## src/include/rpf_pkg.sv

```systemverilog
package rpf_pkg;

    // ------------------------------------------------------------------
    // Timing
    // ------------------------------------------------------------------
    localparam int CLK_MHZ = 100;
    localparam int FILTER_US = 110;
    localparam int FILTER_CYC = FILTER_US * CLK_MHZ;
    localparam int WAKE_WAIT_MS = 50;
    localparam int WAKE_WAIT_CYC = WAKE_WAIT_MS * 1000 * CLK_MHZ;

    // ------------------------------------------------------------------
    // Timer 0 clock selection and supply threshold codes
    // ------------------------------------------------------------------
    localparam logic [3:0] SEL_RESET = 4'h0;
    localparam logic [1:0] PERIOD_100MS = 2'h0;
    localparam logic [1:0] PERIOD_5MS = 2'h1;
    localparam logic [1:0] PERIOD_1MS = 2'h2;
    localparam logic [1:0] THR_HIGH = 2'h0;
    localparam logic [1:0] THR_LOW = 2'h1;

    typedef enum logic [4:0] {
        RPF_OFF = 5'b0_0001,
        RPF_HALT = 5'b0_0010,
        RPF_RUN = 5'b0_0100,
        RPF_STOP = 5'b0_1000,
        RPF_WAKE = 5'b1_0000
    } rpf_state_t;

    typedef struct packed {
        logic forced_halt_reset;
        logic control_register_init;
        logic core_reset;
    } rpf_resets_t;

endpackage : rpf_pkg

```

## src/hdl/rpf_reset_seq.sv

```systemverilog
`timescale 1ns/1ps
// Contract
// - Plain enable reset keeps selection, waits pulse edge
// - Program runs until that pulse edge
// - Clock-stop asserts all three resets
// - Clock-stop clears timer selection to zero
// - Forced halt held while enable low
// - Enable rise restarts oscillator, release on pulse
// - Return from stop drops core and init resets at enable rise
// - Supply low stops oscillator, holds resets
// - Supply recovery releases resets, halt until pulse
// - Threshold high normally, low in clock-stop
// - Supply low initialises all core state
// - Supply low stops device regardless enable
// - Threshold back high 50 ms after wake
// - Enable with supply gives only power-on sequence
// - Enable rise after power-on causes enable reset
// - Carry-disable set by supply low, cleared read
// - Carry flag held clear while disabled
// - Enabled carry flag set each pulse edge
// - Clock-stop only acts while enable low
// - Enable input filters short pulses
module rpf_reset_seq #(
    parameter int FILTER_CYCLES = rpf_pkg::FILTER_CYC,
    parameter int WAKE_CYCLES = rpf_pkg::WAKE_WAIT_CYC
) (
    input wire logic CLK,
    input wire logic SRST,
    input wire logic ENABLE_PIN,
    input wire logic SUPPLY_BELOW_HIGH,
    input wire logic SUPPLY_BELOW_LOW,
    input wire logic SET_PULSE,
    input wire logic CLOCK_STOP_INSTR,
    input wire logic CARRY_READ,
    input wire logic SEL_WRITE,
    input wire logic [3:0] SEL_WDATA,
    output logic [3:0] TIMER0_SEL,
    output logic [1:0] PERIOD_CODE,
    output logic [1:0] THRESHOLD_SEL,
    output logic SUPPLY_LOW_CLEAR,
    output logic OSC_ENABLE,
    output logic CORE_RUN,
    output rpf_pkg::rpf_resets_t RESETS,
    output logic TIMER0_CARRY_FLAG,
    output logic CARRY_DISABLE,
    output logic ENABLE_LEVEL
);

    if (FILTER_CYCLES < 1 || WAKE_CYCLES < 1) begin : g_bad_counts
        $error("rpf_reset_seq: counts must be at least one");
    end

    // ------------------------------------------------------------------
    // Input filtering and edge detection
    // ------------------------------------------------------------------
    logic [31:0] flt_cnt_reg;
    logic en_lvl_reg;
    logic en_lvl_d_reg;
    logic pulse_d_reg;
    logic [31:0] wake_cnt_reg;
    rpf_pkg::rpf_state_t state_reg, state_next;
    logic [3:0] sel_reg;
    logic carry_reg;
    logic cdis_reg;
    logic supply_clr_reg;
    logic core_rst_reg;
    logic ce_pend_reg;

    // A level change counts only once it has held for the full window.
    wire flt_diff = ENABLE_PIN != en_lvl_reg;
    wire flt_done = flt_diff && (flt_cnt_reg >= 32'(FILTER_CYCLES - 1));
    always_ff @(posedge CLK) begin
        if (SRST) begin
            flt_cnt_reg <= 32'h0000_0000;
            en_lvl_reg <= 1'b0;
            en_lvl_d_reg <= 1'b0;
            pulse_d_reg <= 1'b0;
        end else begin
            flt_cnt_reg <= (flt_diff && !flt_done) ? flt_cnt_reg + 32'h0000_0001 : 32'h0000_0000;
            en_lvl_reg <= flt_done ? ENABLE_PIN : en_lvl_reg;
            en_lvl_d_reg <= en_lvl_reg;
            pulse_d_reg <= SET_PULSE;
        end
    end

    wire en_rise = en_lvl_reg && !en_lvl_d_reg;
    wire pulse_rise = SET_PULSE && !pulse_d_reg;

    // ------------------------------------------------------------------
    // Supply comparator selection
    // ------------------------------------------------------------------
    wire in_stop = (state_reg == rpf_pkg::RPF_STOP);
    wire in_wake = (state_reg == rpf_pkg::RPF_WAKE);
    // The low threshold lasts through the wake wait, so battery backup survives it.
    wire thr_low = in_stop || (in_wake && wake_cnt_reg < 32'(WAKE_CYCLES));
    wire supply_low = thr_low ? SUPPLY_BELOW_LOW : SUPPLY_BELOW_HIGH;
    wire stop_ok = CLOCK_STOP_INSTR && !en_lvl_reg && (state_reg == rpf_pkg::RPF_RUN);

    // ------------------------------------------------------------------
    // Sequencer
    // ------------------------------------------------------------------
    always_comb begin
        state_next = state_reg;
        case (state_reg)
            rpf_pkg::RPF_OFF: begin
                if (!supply_low) begin
                    state_next = rpf_pkg::RPF_HALT;
                end
            end
            rpf_pkg::RPF_HALT: begin
                if (pulse_rise) begin
                    state_next = rpf_pkg::RPF_RUN;
                end
            end
            rpf_pkg::RPF_RUN: begin
                if (stop_ok) begin
                    state_next = rpf_pkg::RPF_STOP;
                end
            end
            rpf_pkg::RPF_STOP: begin
                if (en_rise) begin
                    state_next = rpf_pkg::RPF_WAKE;
                end
            end
            rpf_pkg::RPF_WAKE: begin
                if (pulse_rise) begin
                    state_next = rpf_pkg::RPF_RUN;
                end
            end
            default: state_next = rpf_pkg::RPF_OFF;
        endcase
        if (supply_low) begin
            state_next = rpf_pkg::RPF_OFF;
        end
    end

    always_ff @(posedge CLK) begin
        if (SRST) begin
            state_reg <= rpf_pkg::RPF_OFF;
            wake_cnt_reg <= 32'h0000_0000;
        end else begin
            state_reg <= state_next;
            if (in_wake && wake_cnt_reg < 32'(WAKE_CYCLES)) begin
                wake_cnt_reg <= wake_cnt_reg + 32'h0000_0001;
            end else if (!in_wake) begin
                wake_cnt_reg <= 32'h0000_0000;
            end
        end
    end

    // ------------------------------------------------------------------
    // Enable-pin reset and control registers
    // ------------------------------------------------------------------
    wire is_run = (state_reg == rpf_pkg::RPF_RUN);
    wire ce_fire = is_run && (ce_pend_reg || en_rise) && pulse_rise;
    wire sel_clear = supply_clr_reg || stop_ok;

    always_ff @(posedge CLK) begin
        if (SRST) begin
            ce_pend_reg <= 1'b0;
            sel_reg <= rpf_pkg::SEL_RESET;
            core_rst_reg <= 1'b1;
            supply_clr_reg <= 1'b1;
        end else begin
            supply_clr_reg <= supply_low;
            // Pending is dropped unless the core is running, so the power-on path wins.
            ce_pend_reg <= is_run && !ce_fire && (ce_pend_reg || en_rise);
            if (sel_clear) begin
                sel_reg <= rpf_pkg::SEL_RESET;
            end else if (SEL_WRITE && is_run) begin
                sel_reg <= SEL_WDATA;
            end
            core_rst_reg <= ce_fire || state_next == rpf_pkg::RPF_OFF
                || state_next == rpf_pkg::RPF_STOP;
        end
    end

    // ------------------------------------------------------------------
    // Carry-disable and carry flag
    // ------------------------------------------------------------------
    always_ff @(posedge CLK) begin
        if (SRST) begin
            cdis_reg <= 1'b1;
            carry_reg <= 1'b0;
        end else begin
            if (supply_low) begin
                cdis_reg <= 1'b1;
            end else if (CARRY_READ) begin
                cdis_reg <= 1'b0;
            end
            if (supply_low || cdis_reg) begin
                carry_reg <= 1'b0;
            end else if (pulse_rise) begin
                carry_reg <= 1'b1;
            end else if (CARRY_READ) begin
                carry_reg <= 1'b0;
            end
        end
    end

    // ------------------------------------------------------------------
    // Outputs
    // ------------------------------------------------------------------
    wire halt_hold = (state_reg != rpf_pkg::RPF_RUN);
    wire resets_on = (state_reg == rpf_pkg::RPF_OFF) || in_stop;
    assign TIMER0_SEL = sel_reg;
    assign PERIOD_CODE = (sel_reg == rpf_pkg::SEL_RESET) ? rpf_pkg::PERIOD_100MS
        : (sel_reg[0] ? rpf_pkg::PERIOD_1MS : rpf_pkg::PERIOD_5MS);
    assign THRESHOLD_SEL = thr_low ? rpf_pkg::THR_LOW : rpf_pkg::THR_HIGH;
    assign SUPPLY_LOW_CLEAR = supply_clr_reg;
    assign OSC_ENABLE = !resets_on;
    assign CORE_RUN = !halt_hold;
    assign RESETS.forced_halt_reset = halt_hold;
    assign RESETS.control_register_init = resets_on;
    assign RESETS.core_reset = core_rst_reg;
    assign TIMER0_CARRY_FLAG = carry_reg;
    assign CARRY_DISABLE = cdis_reg;
    assign ENABLE_LEVEL = en_lvl_reg;

    // ------------------------------------------------------------------
    // Checks
    // ------------------------------------------------------------------
    property p_stop_resets;
        @(posedge CLK) disable iff (SRST) stop_ok && !supply_low |=> RESETS.core_reset
            && state_reg == rpf_pkg::RPF_STOP && sel_reg == rpf_pkg::SEL_RESET;
    endproperty
    a_stop_resets: assert property (p_stop_resets) else $error("stop reset missing");
    property p_stop_nop;
        @(posedge CLK) disable iff (SRST) CLOCK_STOP_INSTR && en_lvl_reg && is_run
            && !supply_low && !ce_fire |=> is_run;
    endproperty
    a_stop_nop: assert property (p_stop_nop) else $error("stop with enable high");
    property p_off;
        @(posedge CLK) disable iff (SRST) supply_low |=> state_reg == rpf_pkg::RPF_OFF
            && !OSC_ENABLE && RESETS.forced_halt_reset;
    endproperty
    a_off: assert property (p_off) else $error("supply low not honoured");
    property p_cdis;
        @(posedge CLK) disable iff (SRST) cdis_reg |=> !carry_reg;
    endproperty
    a_cdis: assert property (p_cdis) else $error("carry set while disabled");
    property p_carry;
        @(posedge CLK) disable iff (SRST) !cdis_reg && !supply_low && pulse_rise |=> carry_reg;
    endproperty
    a_carry: assert property (p_carry) else $error("carry not set");
    property p_cdis_set;
        @(posedge CLK) disable iff (SRST) supply_low |=> cdis_reg;
    endproperty
    a_cdis_set: assert property (p_cdis_set) else $error("disable not set");
    property p_halt_rel;
        @(posedge CLK) disable iff (SRST) state_reg == rpf_pkg::RPF_HALT && pulse_rise
            && !supply_low |=> is_run ##0 CORE_RUN;
    endproperty
    a_halt_rel: assert property (p_halt_rel) else $error("halt not released");
    property p_ce;
        @(posedge CLK) disable iff (SRST) ce_fire && !supply_low && !stop_ok
            |=> core_rst_reg && is_run;
    endproperty
    a_ce: assert property (p_ce) else $error("enable reset missing");
    property p_wake_thr;
        @(posedge CLK) disable iff (SRST) in_wake && wake_cnt_reg == 32'(WAKE_CYCLES)
            |-> !thr_low;
    endproperty
    a_wake_thr: assert property (p_wake_thr) else $error("threshold not raised");
    c_stop: cover property (@(posedge CLK) disable iff (SRST) stop_ok);
    c_wake: cover property (@(posedge CLK) disable iff (SRST) in_wake ##1 is_run);
    c_ce: cover property (@(posedge CLK) disable iff (SRST) ce_fire);

    // ------------------------------------------------------------------
    // Sequence and register checks
    // ------------------------------------------------------------------
    // A pending enable reset must never disturb the selection, or the wait would shift.
    property p_filter;
        @(posedge CLK) disable iff (SRST) !flt_done |=> $stable(ENABLE_LEVEL);
    endproperty
    a_filter: assert property (p_filter) else $error("enable level moved early");
    property p_stop_hold;
        @(posedge CLK) disable iff (SRST) in_stop && !en_lvl_reg
            |=> RESETS.forced_halt_reset && !OSC_ENABLE;
    endproperty
    a_stop_hold: assert property (p_stop_hold) else $error("stop state left early");
    property p_wake_hold;
        @(posedge CLK) disable iff (SRST) in_wake && !pulse_rise |=> !CORE_RUN;
    endproperty
    a_wake_hold: assert property (p_wake_hold) else $error("wake released early");
    property p_wake_rel;
        @(posedge CLK) disable iff (SRST) in_wake && pulse_rise && !supply_low
            |=> CORE_RUN && !RESETS.forced_halt_reset;
    endproperty
    a_wake_rel: assert property (p_wake_rel) else $error("wake not released");
    property p_sel_keep;
        @(posedge CLK) disable iff (SRST) is_run && !stop_ok && !SEL_WRITE
            |=> $stable(TIMER0_SEL);
    endproperty
    a_sel_keep: assert property (p_sel_keep) else $error("selection changed");
    property p_ce_wait;
        @(posedge CLK) disable iff (SRST) is_run && en_rise && !pulse_rise && !supply_low
            |=> CORE_RUN && !RESETS.core_reset;
    endproperty
    a_ce_wait: assert property (p_ce_wait) else $error("enable reset too early");
    property p_thr_stop;
        @(posedge CLK) disable iff (SRST) in_stop |-> THRESHOLD_SEL == rpf_pkg::THR_LOW;
    endproperty
    a_thr_stop: assert property (p_thr_stop) else $error("threshold not low in stop");
    c_halt_rel: cover property (@(posedge CLK) disable iff (SRST)
        state_reg == rpf_pkg::RPF_HALT ##1 is_run);
    c_off: cover property (@(posedge CLK) disable iff (SRST) supply_low ##1 !OSC_ENABLE);

endmodule : rpf_reset_seq

```

## config.mk

```make
export PLATFORM = sky130hd
export DESIGN_NAME = rpf_reset_seq
export DESIGN_NICKNAME = d
export VERILOG_FILES = /design/src/include/rpf_pkg.sv /design/src/hdl/rpf_reset_seq.sv
export SDC_FILE = /design/constraint.sdc
export NUM_CORES = 1
export LEC_CHECK = 0
export BUFFER_PORTS_ARGS = -buffer_cell sky130_fd_sc_hd__buf_2
export CAP_MARGIN = 0
export CORE_ASPECT_RATIO = 0.5
export CORE_MARGIN = 8
export CORE_UTILIZATION = 40
export DETAILED_ROUTE_END_ITERATION = 10
export GPL_ROUTABILITY_DRIVEN = 0
export GPL_TIMING_DRIVEN = 0
export PLACE_DENSITY_LB_ADDON = 0.2
export SLEW_MARGIN = 10
export SYNTH_ARGS = -nofsm -noshare
export SYNTH_HDL_FRONTEND = slang
export SYNTH_SLANG_ARGS = --single-unit
```

## constraint.sdc

```tcl
create_clock -name CLK -period 4.8 [get_ports CLK]
set_clock_uncertainty 0.05 [all_clocks]
set_input_delay 0 -clock CLK [delete_from_list [all_inputs] [get_ports CLK]]
set_output_delay 0 -clock CLK [all_outputs]
set_load 0.05 [all_outputs]
```

==> metrics, run 1 <==
CP arrival=roughly 2.7 ns; Placement Setup Slack=between 2 and 2.5 ns; WP depth=6; I/O Buffers=28; Layout Cells excl Fill=546; RR Startpoint=wake_cnt_reg[23]; placed cells=517; Num CTS Buffers=9; share of the synthesized area in the top cell type=between 50% and 60%; H-tree levels=3; worst reg-to-reg path cell count=6; critical path buffer and inverter count=1; initial DRC count=roughly 120; P_leak=1.42 nW; EDFF count, synth=0; ys async rst share=0%; sequential fraction of the synthesis area=approximately 50%; Resize count post-CTS=0; synth warn=0; Die Wd=143 microns; first-pass GRT wire length=approximately 12000 microns; CP max-delay cell=dlygate4sd3_1; Netlist cell types=47; drt first pass iters=4; # diodes=0; Slew headroom=55.4%; hold_sp=SEL_WRITE; IO Pins=30; maxcap violations=0; vias in the first global route=around 2700; initial core utilization=~41%; Hold EP=TIMER0_SEL[0]; setup bufs post-CTS=0; HP Class=input port to flip-flop; full die area=~11000 sq um; Die Y=79.6 microns; CP cell instances=or4_4, nor4_4, nand4_1, o211ai_1, nand3_1, dlygate4sd3_1; Total Wirelength=between 6000 and 7000 microns; floorplan row count=23; Synth Register Bits=between 80 and 90; Final WS setup=2.26 ns; clock slew at reported path FFs=roughly 0.060 ns; peak supply drop=165 uV; DP Area=approximately 3600 sq um; Period minus WS final=approximately 2.5 ns; Avg Inst Size Synth=9.00 sq um; unrepaired setup endpoints after global routing=no; CP Capture Type=flip-flop; clock tree buffer depth=2; Pwr per Cell Area=~360 nW/um^2; Via density=roughly 5; hold path cells=4; Fillers=~730; CTS tree=done; DRC violations left=0; clk sink count=between 80 and 90; Setup CP Type=flip-flop to flip-flop; Post-Route Setup TNS=0 ns; largest net degree at the start of global routing=14; overflow left after global routing=0; Core Util, Final=roughly half; Vias=2770; GRT Overall Usage=between 10% and 20%; cts hold-fix bufs=14; prevailing post-synth register cell=dfxtp_1; CP top delay family=simple AND/OR/NAND/NOR gates; Routed Antenna Nets=0; area delta synth->final=25.0%; Final setup viols=0; Clock Latency Late Sink=about 0.34 ns; CP required=4.98 ns; Peak Freq=~390 MHz; setup slack, reg-to-reg=2.26 ns; Mapped Cells=around 360; core area=roughly 8000 sq um; antenna violations before repair=0; Synth area leader=dfxtp_1; CP Launch Type=flip-flop; routed len/inst=12.6 microns; post-layout net count=445; HPWL Detailed=~4700 microns; CTS root buf=clkbuf_16; Finished Cell Area=4040 sq um; outcome=finished, final reports clean; Max Slew Vio Count=0; RR Endpoint=CARRY_DISABLE; period utilization=between 50% and 60%; Worst path max stage delay=between 0.5 and 0.6 ns; layout cells sized above 1=~12%; Hold Violations, Final=0; Worst Max-Slew Pin Slew=about 0.66 ns; worst-path fanout max=5; Cell Area, Synth=~3200 sq um; main area contributors after synthesis=dfxtp_1 50%, a21oi_1 3.9%, nor2_1 3.7%
==> cell type report <==
cell class                 count  area (sq um)  area share [%]
sequential                    81          1620            40.1
multi-input combinational    268          1550            38.4
timing repair buffer          42           280            6.94
clock buffer                  10           239            5.92
tap                          112           140            3.47
buffer                        18          88.8            2.20
clock inverter                 5          80.1            1.98
inverter                      10          37.5           0.929
==> cell usage after synthesis, types with 6 or more instances <==
cell type,number
or3_1,16
xor2_1,8
and2_1,12
a21oi_1,25
dfxtp_1,81
inv_1,9
nor2_1,32
o21ai_0,19
or4_1,6
xnor2_1,8
nand4_1,8
nor4_1,8
nand2_1,25
nand3_1,20
nor2b_1,6
nor3_1,9
clkbuf_1,11
==> per-layer routing <==
| layer | wire, microns | vias up | track usage [%] | share of wire, % |
|---|---|---|---|---|
| met5 | 0 | - | 0 | 0 |
| met4 | 172 | 0 | 7.05 | 2.5 |
| met3 | 236 | 15 | 4.30 | 3.4 |
| met2 | 3400 | 42 | 23.0 | 50 |
| met1 | 3060 | 1314 | 13.9 | 45 |
| li1 | - | 1399 | - | - |
==> metrics by stage <==
| stage | power (mW) | hold WS [ns] |
|---|---|---|
| finish | 1.47 | 0.0335 |
| CTS | 1.49 | 0.0220 |
| global route | 1.52 | 0.0700 |
| global placement | 0.754 | 0.180 |
| floorplan | 0.740 | 0.0782 |
| detailed placement | 0.755 | 0.204 |
==> power breakdown <==
part           switching [mW]  total [mW]  internal (mW)  leakage (nW)
Sequential            0.00406       0.689          0.685         0.661
Combinational          0.0364      0.0590         0.0225         0.607
Clock                   0.254       0.718          0.465         0.151
==> logic make-up after synthesis <==
| logic type | Yosys count | share of synthesized area [%] |
|---|---|---|
| simple gates | 156 | 25.9 |
| flops | 81 | 50.2 |
| compound gates | 73 | 14.1 |
| buf+inv | 28 | 3.91 |
| xor+xnor | 16 | 4.34 |
| fa+ha+maj | 2 | 0.774 |
| mux | 2 | 0.619 |
| other cells | 1 | 0.116 |
==> how the worst max path moves through the flow <==
stage                           from                to  slack, ns
floorplan           wake_cnt_reg[23]   wake_cnt_reg[9]       2.66
global placement    wake_cnt_reg[23]  wake_cnt_reg[16]       2.36
detailed placement  wake_cnt_reg[23]  wake_cnt_reg[20]       2.34
CTS                 wake_cnt_reg[23]     CARRY_DISABLE       2.26
global route        wake_cnt_reg[23]     CARRY_DISABLE       2.12
finish              wake_cnt_reg[23]     CARRY_DISABLE       2.26
==> cell usage in the layout (no fill, tap or decap), types with 2 or more instances in the layout <==
cell	instances
nand2b_1	2
bufinv_16	2
nand4_1	8
a31oi_1	2
nand2_1	25
a21oi_1	25
nor3b_1	3
a211oi_1	2
buf_2	30
ha_1	2
and2_1	12
o211ai_1	5
or3_1	16
xor2_1	8
nor3_1	9
nor2_1	32
clkbuf_16	9
nor2b_1	6
clkinvlp_4	2
conb_1	19
mux2i_1	2
or4_1	6
o2111ai_1	2
nor4_1	8
dfxtp_1	81
nand3_1	20
inv_1	9
nor4b_1	2
clkbuf_1	11
dlygate4sd3_1	14
xnor2_1	8
and3_1	3
o21ai_0	19
buf_4	5
o211a_1	2
o21a_1	2
o31ai_1	5
==> worst reg2reg max path, cell delays in order, from the launching register on <==
cell and delay (ns):
dfxtp_1 0.31, or4_4 0.55, nor4_4 0.33, nand4_1 0.21, o211ai_1 0.33, nand3_1 0.10, dlygate4sd3_1 0.56
Note: power is estimated with default switching activity, not from simulation.
==> run 2, diff against run 1 <==
- ABC_AREA: default -> 1
- clock period: 4.8 -> 2.31 ns (I/O delays scaled with it)
==> metrics, run 2 <==
Reg power frac=46.0% (-1.0 points); unrepaired setup endpoints after global routing=no; Post-synth top cells=96 x nand2_1, 89 x nor2_1, 83 x inv_1; Placement Setup Slack=0.541 ns (-1.80 ns); Setup CP Type=flip-flop to flip-flop; Hold Violations, Final=0 (unchanged); Worst Max-Slew Pin Slew=0.546 ns (-0.117 ns); worst-path fanout max=5 (unchanged); CP max-delay cell=dlygate4sd3_1; Routed Antenna Nets=0 (unchanged); floorplan row count=24 (+4.3%); share of the synthesized area in the top cell type=45.4% (-4.8 points); CP cell instances=nand2_1, nor2_1, nand2_1, nor2_1, nand2_2, nand3_2, nand2_2, nand2_2, nand2_1, nor2_1, nand2_1, dlygate4sd3_1; HPWL Detailed=5480 microns (+16%); main area contributors after synthesis=dfxtp_1 45%, nand2_1 10%, nor2_1 9.4%; antenna violations before repair=0 (unchanged); Mapped Cells=500 (+39%); period utilization=92.3% (+39 points); met2 usage=20.2% (-2.8 points); Post-Route Setup TNS=0 ns (unchanged); sequential fraction of the synthesis area=45.4% (-4.8 points); Final setup viols=0 (unchanged); CTS tree=done; maxcap violations=0 (unchanged); initial DRC count=174 (+44%); Resize count post-CTS=0 (unchanged); CTS root buf=clkbuf_16; fraction of power spent switching nets=21.2% (+1.1 points); Die Y=82.8 microns (+4.1%); initial core utilization=41.1% (+0.31 points); vias in the first global route=2870 (+6.7%); Psw=0.659 mW (+120%); peak supply drop=459 uV (+180%); GRT Max-Usage Layer=met2; Netlist cell types=37 (-21%); post-layout net count=585 (+31%); outcome=finished, final reports clean; core area=8680 sq um (+9.7%); IO Pins=30 (unchanged); commonest non-fill, non-tap cell in the layout=nand2_1; Worst path max stage delay=0.55 ns (about the same); clock tree buffer depth=2 (unchanged); clk sink count=81 (unchanged); setup bufs post-CTS=0 (unchanged); setup slack, reg-to-reg=0.18 ns (-2.08 ns); first-pass GRT wire length=12700 microns (+6.9%); Die Wd=150 microns (+4.5%); overflow left after global routing=0 (unchanged); Synth area leader=dfxtp_1; CP required=2.49 ns (-2.49 ns); most frequent cells in the layout=96 x nand2_1, 89 x nor2_1, 83 x inv_1, 81 x dfxtp_1, 30 x buf_2; Num CTS Buffers=9 (unchanged); P_leak=1.84 nW (+30%); Final WS setup=0.178 ns (-2.08 ns); DRC violations left=0 (unchanged); # diodes=0 (unchanged); largest net degree at the start of global routing=15 (+1); Slew headroom=63.6% (+8.1 points); Peak Freq=469 MHz (+19%); M1 GR Usage=14.8% (+0.84 points); full die area=12400 sq um (+8.8%); Via density=4.41 (-13%); prevailing post-synth register cell=dfxtp_1; CP arrival=2.31 ns (-0.41 ns); clock slew at reported path FFs=0.06 ns (about the same); Synth Register Bits=81 (unchanged); routed len/inst=10.7 microns (-15%); Cell Area, Synth=3570 sq um (+10%); area delta synth->final=22.8%; drt first pass iters=4 (unchanged); Fillers=892 (+23%); CP Capture Type=flip-flop; GRT Overall Usage=12.6% (-0.52 points); Comb pwr share=3.7% (-0.3 points); Max Slew Vio Count=0 (unchanged); Period minus WS final=2.13 ns (-0.413 ns); global routing usage on met3=4.33% (+0.033 points); Power, Total=3.11 mW (+110%); Pwr per Cell Area=709 nW/um^2 (+95%); Avg Inst Size Synth=7.14 sq um (-21%); ys async rst share=0% (unchanged); Clock power frac=50.2% (+1.2 points); HP Class=input port to flip-flop; Total Wirelength=7420 microns (+7.9%); H-tree levels=3 (unchanged); Worst path most repeated cell=nand2_1; Int Power=2.45 mW (+110%); layout cells sized above 1=12.5% (+0.079 points); synth warn=0 (unchanged); Vias=3053 (+10%); CP Launch Type=flip-flop; cts hold-fix bufs=13 (-1); WHS=0.0146 ns (-0.0189 ns); Clock Latency Late Sink=0.34 ns (about the same); I/O Buffers=28 (unchanged); EDFF count, synth=0 (unchanged); most frequent cell after synthesis=nand2_1
==> run 2: changes by cell type after synthesis, sizes merged, moves of 7 or more <==
cell,before,now
clkbuf,11,3
nor2,32,96
nor3,9,16
nand2,25,100
and2,12,0
or3,16,0
or4,7,0
nand3,20,33
inv,9,85
==> run 2: metal layers <==
| metal | vias up | part of all wire (%) |
|---|---|---|
| met2 | 20 | 45 |
| met5 | - | 0 |
| met1 | 1334 | 50 |
| met3 | 9 | 3.2 |
| met4 | 0 | 1.5 |
| li1 | 1690 | - |
==> run 2: kinds of logic after synthesis <==
kind of cell    synth area share (%)
xor+xnor                        1.47
other cells                    0.105
simple gates                    34.3
compound gates                  7.29
buf+inv                         10.7
flops                           45.4
fa+ha+maj                      0.701
==> run 2: final timing paths <==
path	to	start	depth (start not counted)
worst max-delay path	state_reg[0]	wake_cnt_reg[19]	12
worst min-delay path	SUPPLY_LOW_CLEAR	SUPPLY_BELOW_HIGH	3
worst max register to register	state_reg[0]	wake_cnt_reg[19]	12
worst min register to register	wake_cnt_reg[31]	wake_cnt_reg[31]	2
==> run 2: power by group through the flow <==
stage	clock, mW	combinational [mW]	sequential, mW
CTS	1.61	0.117	1.43
finish	1.56	0.116	1.43
global placement	0	0.0987	1.46
detailed placement	0	0.0992	1.46
global route	1.65	0.129	1.43
floorplan	0	0.0616	1.47
==> run 2: critical path: cells and delay by family (launching register included) <==
family	cells	cell delay, ns
flip-flops	1	0.41
buffers and inverters	1	0.55
AND/OR/NAND/NOR	11	1.01
==> run 2: layout make-up <==
cell class	instances	area, sq um	area share [%]
Buffer	10	58.8	1.34
Clock buffer	11	243	5.54
Clock inverter	5	86.3	1.97
Inverter	85	324	7.39
Multi-Input combinational cell	342	1630	37.3
Sequential cell	81	1620	37.0
Tap cell	117	146	3.34
Timing Repair Buffer	41	270	6.16
==> run 2: through the flow <==
| step | cells | util (%) | cell area (sq um) |
|---|---|---|---|
| after global routing | 692 | 50.5 | 4380 |
| after detailed placement | 663 | 45.2 | 3930 |
| after global placement | 663 | 45.2 | 3930 |
| after CTS | 692 | 50.5 | 4380 |
| final | 692 | 50.5 | 4380 |
| after floorplan | 518 | - | 3640 |
